## src/rtl/drpc_map.vh

```
// Constants for the descriptor ring and primitive control block
`ifndef DRPC_MAP_VH
`define DRPC_MAP_VH
// Primitive register command and answer words
`define DRPC_PRIM_INIT        16'h4200
`define DRPC_PRIM_START       16'h4300
`define DRPC_PRIM_STOP        16'h4400
`define DRPC_PRIM_SELFTEST    16'h4100
`define DRPC_PRIM_INIT_CONF   16'h0242
`define DRPC_PRIM_CLR_AVAIL   16'h0040
`define DRPC_PRIM_AVAIL_BIT   6
`define DRPC_PRIM_PASS_BIT    4
`define DRPC_BUSCFG_TEST_BIT  4
// Descriptor word field positions
`define DRPC_DESC_OWN_BIT     15
`define DRPC_DESC_SOC_BIT     13
`define DRPC_DESC_EOC_BIT     12
// Status buffer codes
`define DRPC_LSTATE_XFER      8'h00
`define DRPC_LSTATE_DISC      8'h04
`define DRPC_PHASE_STOPPED    8'hFF
`define DRPC_PHASE_XFER       8'h03
// Self test result codes
`define DRPC_ST_PASS          3'h0
`define DRPC_ST_RESET_FAIL    3'h1
`define DRPC_ST_RAM_FAIL      3'h2
`define DRPC_ST_ALU_FAIL      3'h3
`define DRPC_ST_TIMER_FAIL    3'h4
`define DRPC_ST_TXRX_FAIL     3'h5
`define DRPC_ST_REG_FAIL      3'h6
// Timing: self test limit in microseconds, at 40 MHz
`define DRPC_ST_LIMIT_US      75000
`define DRPC_CLK_MHZ          40
`define DRPC_ST_LIMIT_CYC     (`DRPC_ST_LIMIT_US * `DRPC_CLK_MHZ)
`define DRPC_ST_RUN_CYC       64
// Ring geometry
`define DRPC_RING_BITS        3
`define DRPC_FIFO_DEPTH       16
`define DRPC_FIFO_AW          4
`endif

```

## src/rtl/drpc_fifo.v

```verilog
// Octet FIFO with valid and ready on both sides
`timescale 1ns/1ps
`default_nettype none
module drpc_fifo #(
    parameter WIDTH = 8,
    parameter DEPTH = 16,
    parameter AW    = 4
) (
    input  wire             SYS_CLK,
    input  wire             NRST,
    input  wire             FLUSH,
    input  wire [WIDTH-1:0] IN_DATA,
    input  wire             IN_VALID,
    output wire             IN_READY,
    output wire [WIDTH-1:0] OUT_DATA,
    output wire             OUT_VALID,
    input  wire             OUT_READY
);
    reg  [WIDTH-1:0] mem [0:DEPTH-1];
    reg  [AW:0]      wr_q;
    reg  [AW:0]      rd_q;
    wire             full;
    wire             empty;
    wire             push;
    wire             pop;

    assign full      = (wr_q[AW] != rd_q[AW]) && (wr_q[AW-1:0] == rd_q[AW-1:0]);
    assign empty     = (wr_q == rd_q);
    assign IN_READY  = !full;
    assign OUT_VALID = !empty;
    assign OUT_DATA  = mem[rd_q[AW-1:0]];
    assign push      = IN_VALID && !full;
    assign pop       = OUT_READY && !empty;

    always @(posedge SYS_CLK) begin
        if (push) begin
            mem[wr_q[AW-1:0]] <= IN_DATA;
        end
    end

    always @(posedge SYS_CLK or negedge NRST) begin
        if (!NRST) begin
            wr_q <= {(AW+1){1'b0}};
            rd_q <= {(AW+1){1'b0}};
        end else if (FLUSH) begin
            wr_q <= {(AW+1){1'b0}};
            rd_q <= {(AW+1){1'b0}};
        end else begin
            if (push) begin
                wr_q <= wr_q + 1'b1;
            end
            if (pop) begin
                rd_q <= rd_q + 1'b1;
            end
        end
    end
endmodule // drpc_fifo
`default_nettype wire

```

## src/rtl/drpc_top.v

```verilog
// Descriptor ring and primitive control of a serial link controller
//
// Overview of operation
// Transmit buffer length field is host bookkeeping; the device ignores it.
// Message length is the octet count, held as 16-bit two's complement.
// Local state reads 0 in data transfer, 4 when disconnected.
// Phase reads -1 when stopped, 3 in data transfer.
// Receive ring pointer names the next receive descriptor to fill.
// Transmit ring pointer names the next transmit descriptor to send.
// Writing 4200H starts the init block fetch from the init pointer.
// Init completes with 0242H shown; host writes 0040H to clear availability.
// Writing 4300H starts the link; idle flags then go out continuously.
// Host waits for own flag clear before filling a transmit buffer.
// Host chains descriptors with start, end and length, then sets own.
// Host reads receive data when own is clear, then sets own.
// Host appends receive buffers until one with end of chain set.
// Stop ceases traffic, holds the line high, sets stop flag.
// Stop aborts an outgoing frame and drops partial receive data.
// Restart repeats init, or only start if nothing changed.
// Self test covers all units but the DMA path; the code checks no unit and reports SELF_TEST_RESULT.
// Host resets, sets bus config bit 4, requests test, polls.
// Pass or fail shows in primitive bit 4, detail in code field.
// Result codes 0 pass, 1 to 6 unit failures, else device failure.
// Availability must rise within 75 ms of a self test request.
// Host reruns after a pass directly, after a failure from reset.
// Own set means the device holds the descriptor; released after ack.
// Start and end of chain mark first and last buffers of a frame.
// Descriptors are served in ring order, never one with own clear.
`timescale 1ns/1ps
`default_nettype none
`include "drpc_map.vh"
module drpc_top (
    input  wire        SYS_CLK,
    input  wire        NRST,
    input  wire [15:0] PRIM_WR_DATA,
    input  wire        PRIM_WR,
    output wire [15:0] PRIM_RD_DATA,
    input  wire [15:0] BUS_CONFIG,
    input  wire [31:0] INIT_POINTER,
    output reg         INIT_FETCH,
    output reg  [31:0] INIT_FETCH_ADDR,
    input  wire        INIT_FETCH_DONE,
    input  wire [2:0]  SELF_TEST_RESULT,
    output reg         STOP_FLAG,
    input  wire        STOP_FLAG_CLR,
    output reg         INT_ENABLE,
    input  wire        INT_ENABLE_SET,
    output reg  [7:0]  LOCAL_STATE,
    output reg  [7:0]  PHASE,
    output reg  [2:0]  RX_RING_POINTER,
    output reg  [2:0]  TX_RING_POINTER,
    input  wire [15:0] TX_DESC_FLAGS,
    input  wire [15:0] TX_DESC_MSG_LEN,
    input  wire [15:0] TX_DESC_BUF_LEN,
    output reg         TX_DESC_RELEASE,
    input  wire        TX_ACK,
    input  wire [7:0]  TX_DATA,
    input  wire        TX_DATA_VALID,
    output wire        TX_DATA_READY,
    output reg         SERIAL_TX_LINE,
    input  wire [15:0] RX_DESC_FLAGS,
    input  wire        RX_OCTET_VALID,
    input  wire [7:0]  RX_OCTET,
    input  wire        RX_FRAME_END,
    output reg         RX_DESC_RELEASE,
    output reg         RX_DESC_EOC,
    output reg  [15:0] RX_DESC_MSG_LEN
);
    localparam S_IDLE  = 3'd0;
    localparam S_INIT  = 3'd1;
    localparam S_RUN   = 3'd2;
    localparam S_TEST  = 3'd3;
    localparam S_STOP  = 3'd4;
    localparam [7:0] FLAG_OCTET = 8'h7E;
    localparam [31:0] ST_LIMIT  = `DRPC_ST_LIMIT_CYC;
    localparam [31:0] ST_RUN    = `DRPC_ST_RUN_CYC;

    // Two's complement of a 16-bit count
    function [15:0] neg16;
        input [15:0] v;
        begin
            neg16 = (~v) + 16'h0001;
        end
    endfunction

    reg  [2:0]  state_q;
    reg  [15:0] prim_q;
    reg  [31:0] st_cnt_q;
    reg  [7:0]  sh_q;
    reg  [2:0]  bit_q;
    reg  [15:0] tx_left_q;
    reg         tx_busy_q;
    reg         tx_wait_ack_q;
    reg  [15:0] rx_cnt_q;
    reg         rx_have_q;
    wire        running;
    wire        tx_own;
    wire        rx_own;
    wire        f_out_valid;
    wire [7:0]  f_out_data;
    wire        f_pop;
    wire        stop_cmd;

    assign PRIM_RD_DATA = prim_q;
    assign running  = (state_q == S_RUN);
    assign tx_own   = TX_DESC_FLAGS[`DRPC_DESC_OWN_BIT];
    assign rx_own   = RX_DESC_FLAGS[`DRPC_DESC_OWN_BIT];
    assign stop_cmd = PRIM_WR && (PRIM_WR_DATA == `DRPC_PRIM_STOP);
    // Pop one octet per octet boundary (bit_q == 7) while a frame is sent
    assign f_pop    = running && tx_busy_q && (bit_q == 3'd7) && f_out_valid;

    drpc_fifo #(
        .WIDTH (8),
        .DEPTH (`DRPC_FIFO_DEPTH),
        .AW    (`DRPC_FIFO_AW)
    ) u_fifo (
        .SYS_CLK   (SYS_CLK),
        .NRST      (NRST),
        .FLUSH     (!running),
        .IN_DATA   (TX_DATA),
        .IN_VALID  (TX_DATA_VALID && running),
        .IN_READY  (TX_DATA_READY),
        .OUT_DATA  (f_out_data),
        .OUT_VALID (f_out_valid),
        .OUT_READY (f_pop)
    );

    // Primitive sequencing, status buffer and self test
    always @(posedge SYS_CLK or negedge NRST) begin
        if (!NRST) begin
            state_q         <= S_IDLE;
            prim_q          <= 16'h0000;
            st_cnt_q        <= 32'h00000000;
            INIT_FETCH      <= 1'b0;
            INIT_FETCH_ADDR <= 32'h00000000;
            STOP_FLAG       <= 1'b0;
            INT_ENABLE      <= 1'b0;
            LOCAL_STATE     <= `DRPC_LSTATE_DISC;
            PHASE           <= `DRPC_PHASE_STOPPED;
        end else begin
            INIT_FETCH <= 1'b0;
            if (INT_ENABLE_SET && running) begin
                INT_ENABLE <= 1'b1;
            end
            if (STOP_FLAG_CLR) begin
                STOP_FLAG <= 1'b0;
            end
            if (PRIM_WR && PRIM_WR_DATA == `DRPC_PRIM_CLR_AVAIL) begin
                prim_q[`DRPC_PRIM_AVAIL_BIT] <= 1'b0;
            end
            case (state_q)
                S_IDLE, S_STOP: begin
                    if (PRIM_WR && PRIM_WR_DATA == `DRPC_PRIM_INIT) begin
                        INIT_FETCH      <= 1'b1;
                        INIT_FETCH_ADDR <= INIT_POINTER;
                        state_q         <= S_INIT;
                    end else if (PRIM_WR &&
                                 PRIM_WR_DATA == `DRPC_PRIM_START) begin
                        state_q     <= S_RUN;
                        LOCAL_STATE <= `DRPC_LSTATE_XFER;
                        PHASE       <= `DRPC_PHASE_XFER;
                    end else if (PRIM_WR &&
                                 PRIM_WR_DATA == `DRPC_PRIM_SELFTEST &&
                                 BUS_CONFIG[`DRPC_BUSCFG_TEST_BIT]) begin
                        state_q  <= S_TEST;
                        st_cnt_q <= 32'h00000000;
                    end
                end
                S_INIT: begin
                    if (INIT_FETCH_DONE) begin
                        prim_q  <= `DRPC_PRIM_INIT_CONF;
                        state_q <= S_IDLE;
                    end
                end
                S_TEST: begin
                    // No unit is checked here; SELF_TEST_RESULT is given after ST_RUN cycles
                    st_cnt_q <= st_cnt_q + 32'h00000001;
                    if (st_cnt_q + 32'h00000001 >= ST_RUN ||
                        st_cnt_q + 32'h00000001 >= ST_LIMIT) begin
                        prim_q <= 16'h0000;
                        prim_q[`DRPC_PRIM_AVAIL_BIT] <= 1'b1;
                        prim_q[`DRPC_PRIM_PASS_BIT] <=
                            (SELF_TEST_RESULT == `DRPC_ST_PASS);
                        prim_q[10:8] <= SELF_TEST_RESULT;
                        state_q <= S_IDLE;
                    end
                end
                S_RUN: begin
                    if (stop_cmd) begin
                        state_q     <= S_STOP;
                        STOP_FLAG   <= 1'b1;
                        INT_ENABLE  <= 1'b0;
                        LOCAL_STATE <= `DRPC_LSTATE_DISC;
                        PHASE       <= `DRPC_PHASE_STOPPED;
                    end
                end
                default: begin
                    state_q <= S_IDLE;
                end
            endcase
        end
    end

    // Transmit ring and serial line
    always @(posedge SYS_CLK or negedge NRST) begin
        if (!NRST) begin
            sh_q            <= 8'hFF;
            bit_q           <= 3'd0;
            tx_left_q       <= 16'h0000;
            tx_busy_q       <= 1'b0;
            tx_wait_ack_q   <= 1'b0;
            TX_RING_POINTER <= 3'd0;
            TX_DESC_RELEASE <= 1'b0;
            SERIAL_TX_LINE  <= 1'b1;
        end else begin
            TX_DESC_RELEASE <= 1'b0;
            if (!running) begin
                SERIAL_TX_LINE <= 1'b1;
                tx_busy_q      <= 1'b0;
                tx_wait_ack_q  <= 1'b0;
                bit_q          <= 3'd0;
                sh_q           <= FLAG_OCTET;
            end else begin
                SERIAL_TX_LINE <= sh_q[0];
                bit_q          <= bit_q + 3'd1;
                if (bit_q == 3'd7) begin
                    sh_q <= f_pop ? f_out_data : FLAG_OCTET;
                    if (f_pop) begin
                        tx_left_q <= tx_left_q - 16'h0001;
                    end
                end else begin
                    sh_q <= {1'b1, sh_q[7:1]};
                end
                // Buffer length field is deliberately not read
                if (!tx_busy_q && !tx_wait_ack_q && tx_own) begin
                    tx_busy_q <= 1'b1;
                    tx_left_q <= neg16(TX_DESC_MSG_LEN);
                end else if (tx_busy_q && tx_left_q == 16'h0000) begin
                    tx_busy_q     <= 1'b0;
                    tx_wait_ack_q <= 1'b1;
                end else if (tx_wait_ack_q && TX_ACK) begin
                    tx_wait_ack_q   <= 1'b0;
                    TX_DESC_RELEASE <= 1'b1;
                    TX_RING_POINTER <= TX_RING_POINTER + 3'd1;
                end
            end
        end
    end

    // Receive ring filling
    always @(posedge SYS_CLK or negedge NRST) begin
        if (!NRST) begin
            rx_cnt_q        <= 16'h0000;
            rx_have_q       <= 1'b0;
            RX_RING_POINTER <= 3'd0;
            RX_DESC_RELEASE <= 1'b0;
            RX_DESC_EOC     <= 1'b0;
            RX_DESC_MSG_LEN <= 16'h0000;
        end else begin
            RX_DESC_RELEASE <= 1'b0;
            if (!running) begin
                rx_cnt_q  <= 16'h0000;
                rx_have_q <= 1'b0;
            end else if (rx_own) begin
                if (RX_OCTET_VALID) begin
                    rx_cnt_q  <= rx_cnt_q + 16'h0001;
                    rx_have_q <= 1'b1;
                end
                if (RX_FRAME_END && (rx_have_q || RX_OCTET_VALID)) begin
                    RX_DESC_RELEASE <= 1'b1;
                    RX_DESC_EOC     <= 1'b1;
                    RX_DESC_MSG_LEN <= neg16(rx_cnt_q +
                        {15'h0000, RX_OCTET_VALID});
                    RX_RING_POINTER <= RX_RING_POINTER + 3'd1;
                    rx_cnt_q        <= 16'h0000;
                    rx_have_q       <= 1'b0;
                end
            end
        end
    end
endmodule // drpc_top
`default_nettype wire

```

## config.mk

```make
export PLATFORM = sky130hd
export DESIGN_NAME = drpc_top
export DESIGN_NICKNAME = d
export VERILOG_FILES = /design/src/rtl/drpc_fifo.v /design/src/rtl/drpc_top.v
export VERILOG_INCLUDE_DIRS = /design/src /design/src/rtl
export SDC_FILE = /design/constraint.sdc
export NUM_CORES = 1
export LEC_CHECK = 0
export BUFFER_PORTS_ARGS = -buffer_cell sky130_fd_sc_hd__clkbuf_2
export CAP_MARGIN = 20
export CORE_MARGIN = 5
export CORE_UTILIZATION = 54
export DETAILED_ROUTE_END_ITERATION = 8
export GPL_TIMING_DRIVEN = 0
export PLACE_DENSITY = 0.77
export SLEW_MARGIN = 0
export SYNTH_ARGS = -nofsm -noshare
export SYNTH_HDL_FRONTEND = slang
export SYNTH_HIERARCHICAL = 1
export SYNTH_SLANG_ARGS = --single-unit
```

## constraint.sdc

```tcl
create_clock -name SYS_CLK -period 7.17 [get_ports SYS_CLK]
set_input_delay 0.3585 -clock SYS_CLK [delete_from_list [all_inputs] [get_ports SYS_CLK]]
set_output_delay 0.3585 -clock SYS_CLK [all_outputs]
set_load 0.005 [all_outputs]
```

==> flow_metrics.env <==
export IMPL_status="finished, final reports clean"
export IMPL_synthCells=1207
export IMPL_die_h_um=172
export IMPL_synth_avg_cell_area_um2=11.8
export IMPL_crit_required_ns=7.35
export IMPL_gr_total_overflow=0
export IMPL_wirelength_um=35200
export IMPL_finalSetupTns_ns=0
export IMPL_relSlewSlack_pct=30.9
export IMPL_holdBufCountCts=1
export IMPL_remaining_drc_errors=0
export IMPL_syn_area_um2=14200
export IMPL_layout_min_cycle_time_ns=3.57
export IMPL_start_kind="flop"
export IMPL_fin_worst_skew_ns=0.0114
export IMPL_fmax_mhz=280
export IMPL_wl_per_cell_um=19.8
export IMPL_finalMaxSlewViolations=0
export IMPL_cts_buffers=30
export IMPL_fin_nets=1594
export IMPL_worst_slack_ns=3.60
export IMPL_postRouteAntennaNets=0
export IMPL_drt_pass1_iter_count=5
export IMPL_portBuffers=162
export IMPL_grt_max_degree=87
export IMPL_synth_cell_types=80
export IMPL_rsz0062_at_grt="no"
export IMPL_gp_congestion=0.914
export IMPL_clock_latency_ns=0.55
export IMPL_grt_pass1_wl_um=55600
export IMPL_clockBufferDepth=3
export IMPL_htree_levels=1
export IMPL_cts_clk_slew_worst_paths_ns=0.06
export IMPL_yosysSeqAreaShare_pct=55.2
export IMPL_slowest_delay_ns=0.76
export IMPL_worstMarginPinSlew_ns=1.03
export IMPL_place_ws_ns=3.55
export IMPL_antenna_cells=0
export IMPL_start_util_pct=54.6
export IMPL_cts_setup_buffers=0
export IMPL_hold_viol=0
export IMPL_maxCapViolCount=0
export IMPL_final_period_utilization_pct=49.7
export IMPL_grtUsageMet3_pct=3.89
export IMPL_grtUsageTotal_pct=23.4
export IMPL_cp_cell_sequence="nor3b_1 > clkbuf_1 > and2_1 > a21boi_4 > clkbuf_2 > and3_1"
export IMPL_critPathMaxFanout=10
export IMPL_end_kind="flop"
export IMPL_cts_sinks=287
export IMPL_cp_slowest_cell="nor3b_1"
export IMPL_layout_cells_most_common_list="clkbuf_2, dfrtp_1, edfxtp_1"
export IMPL_synth_seq_cells=287
export IMPL_cts_root_buf="clkbuf_16"
export IMPL_place_area_um2=15500
export IMPL_ys_warn_count=6
export IMPL_fp_row_count=59
export IMPL_grt_pass1_vias=10500
export IMPL_ir_drop_mv=0.173
export IMPL_die_area_um2=29600
export IMPL_finalSetupViolCount=0
export IMPL_stdcell_area_um2=16600
export IMPL_fillers=1937
export IMPL_place_hpwl_um=24200
export IMPL_use_met2_pct=40.1
export IMPL_area_growth_pct=16.9
export IMPL_post_drt_via_cell_ratio=5.99
export IMPL_num_vias=10600
export IMPL_io_pins=251
export IMPL_cts_resized=0
export IMPL_synth_edff_count=128
export IMPL_grt_busiest_layer="met2"
export IMPL_worstSetupPathType="flop to flop"
export IMPL_drt_iter0_markers=1063
export IMPL_p_leak_nw=6.87
export IMPL_grtUsageMet1_pct=31.9
export IMPL_antenna_found_initial=0
export IMPL_layout_commonest_cell="clkbuf_2"
export IMPL_cts_tree="done"
export IMPL_final_util_pct=63.9
export IMPL_synth_flop_cell="dfrtp_1"
export IMPL_arrival_ns=3.75
export IMPL_async_flop_share_pct=55.4
export IMPL_drive_above_1_share_pct=26.3
export IMPL_p_per_area_nw_per_um2=209
export IMPL_die_x_um=172
export IMPL_coreArea_um2=26000
export IMPL_holdCritPathClass="input port to flop"
## layer usage
layer  up-vias  wire, um
met5         -         0
met4         0       740
met3        63      2530
met2       431     17800
met1      5251     14100
li1       4901         -
## report_power, final
part / internal, mW / switching, mW / total, mW
logic: 0.0379 / 0.0606 / 0.0985
clock network: 1.03 / 0.623 / 1.65
registers: 1.72 / 0.000133 / 1.72
## logic make-up (layout without fill, tap and decap cells)
family                   Yosys count  count (layout)  share of synthesized area [%]
other                              2              19                         0.0529
multiplexers                      95              95                           10.7
AO/OA/AOI/OAI                    239             239                           10.6
XOR/XNOR                          53              53                           3.27
buffers and inverters            118             336                           4.14
flip-flops                       287             287                           55.2
AND/OR/NAND/NOR                  397             397                           14.7
adder cells (fa/ha/maj)           16              16                           1.41
## registers in the layout, summed over array words and instances, names as in the netlist, 3 cells and up
register         flops
u_fifo/rd_q          5
st_cnt_q            32
state_q              3
INIT_FETCH_ADDR     32
RX_RING_POINTER      3
rx_cnt_q            16
TX_RING_POINTER      3
sh_q                 8
bit_q                3
PRIM_RD_DATA         6
RX_DESC_MSG_LEN     16
u_fifo/wr_q          5
tx_left_q           16
u_fifo/mem         128
## cell usage after synthesis, types with 12 or more instances
library cell  number  area share [%]
ha_1              16             1.4
nor4_1            24             1.1
buf_4             28             1.5
xnor2_1           32             2.0
nand2_1           84             2.2
xor2_1            21             1.3
mux4_2            40             6.3
o22ai_1           12            0.53
edfxtp_1         128              27
clkbuf_1          44             1.2
nand4_1           23             1.0
o31ai_1           15            0.79
dfrtp_1          149              26
nor3_1            26            0.92
a31oi_1           18            0.79
inv_1             28            0.74
nor2_1           101             2.7
and3_1            26             1.1
nand3_1           32             1.1
a21oi_1           56             2.0
mux2_2            47             3.7
o21ai_0           83             2.9
## area by class of cell
class | instances | area (um2) | share of cell area (%)
inverter | 28 | 105 | 0.633
tap | 335 | 419 | 2.53
timing repair buffer | 165 | 865 | 5.21
clock buffer | 35 | 791 | 4.77
clock inverter | 18 | 264 | 1.59
buffer | 90 | 482 | 2.90
sequential | 287 | 7840 | 47.2
multi-input combinational | 819 | 5830 | 35.1
## per-stage QoR
| stage | hold WS, ns | std cells | total power [mW] |
|---|---|---|---|
| 2_1_floorplan | 0.0629 | 1224 | 1.79 |
| 3_3_place_gp | 0.423 | 1721 | 1.85 |
| 3_5_place_dp | 0.415 | 1722 | 1.85 |
| 4_1_cts | 0.0190 | 1776 | 3.50 |
| 5_1_grt | 0.0265 | 1777 | 3.58 |
| 6_report | 0.0404 | 1777 | 3.47 |
## final timing paths
kind                                   startpoint                         endpoint  slack (ns)  depth (start not counted)
max                        state_q[1]$_DFFE_PN0P_       u_fifo/mem[4][2]$_DFFE_PP_        3.60                          6
min                              INIT_POINTER[18]  INIT_FETCH_ADDR[18]$_DFFE_PN0P_        0.04                          2
max reg2reg                state_q[1]$_DFFE_PN0P_       u_fifo/mem[4][2]$_DFFE_PP_        3.60                          6
min reg2reg                    bit_q[0]$_DFF_PN0_               bit_q[0]$_DFF_PN0_        0.46                          1
max in group asynchronous                    NRST             PHASE[6]$_DFFE_PN1P_        5.91                          3
min in group asynchronous                    NRST        tx_left_q[12]$_DFFE_PN0P_        0.36                          2
## worst max-delay path: cells and delay by family (launching register included)
kind            cells  cell delay, ns
compound gates      1            0.35
simple gates        3            1.60
buf+inv             2            0.78
flops               1            0.47
(Power assumes the default switching activity.)
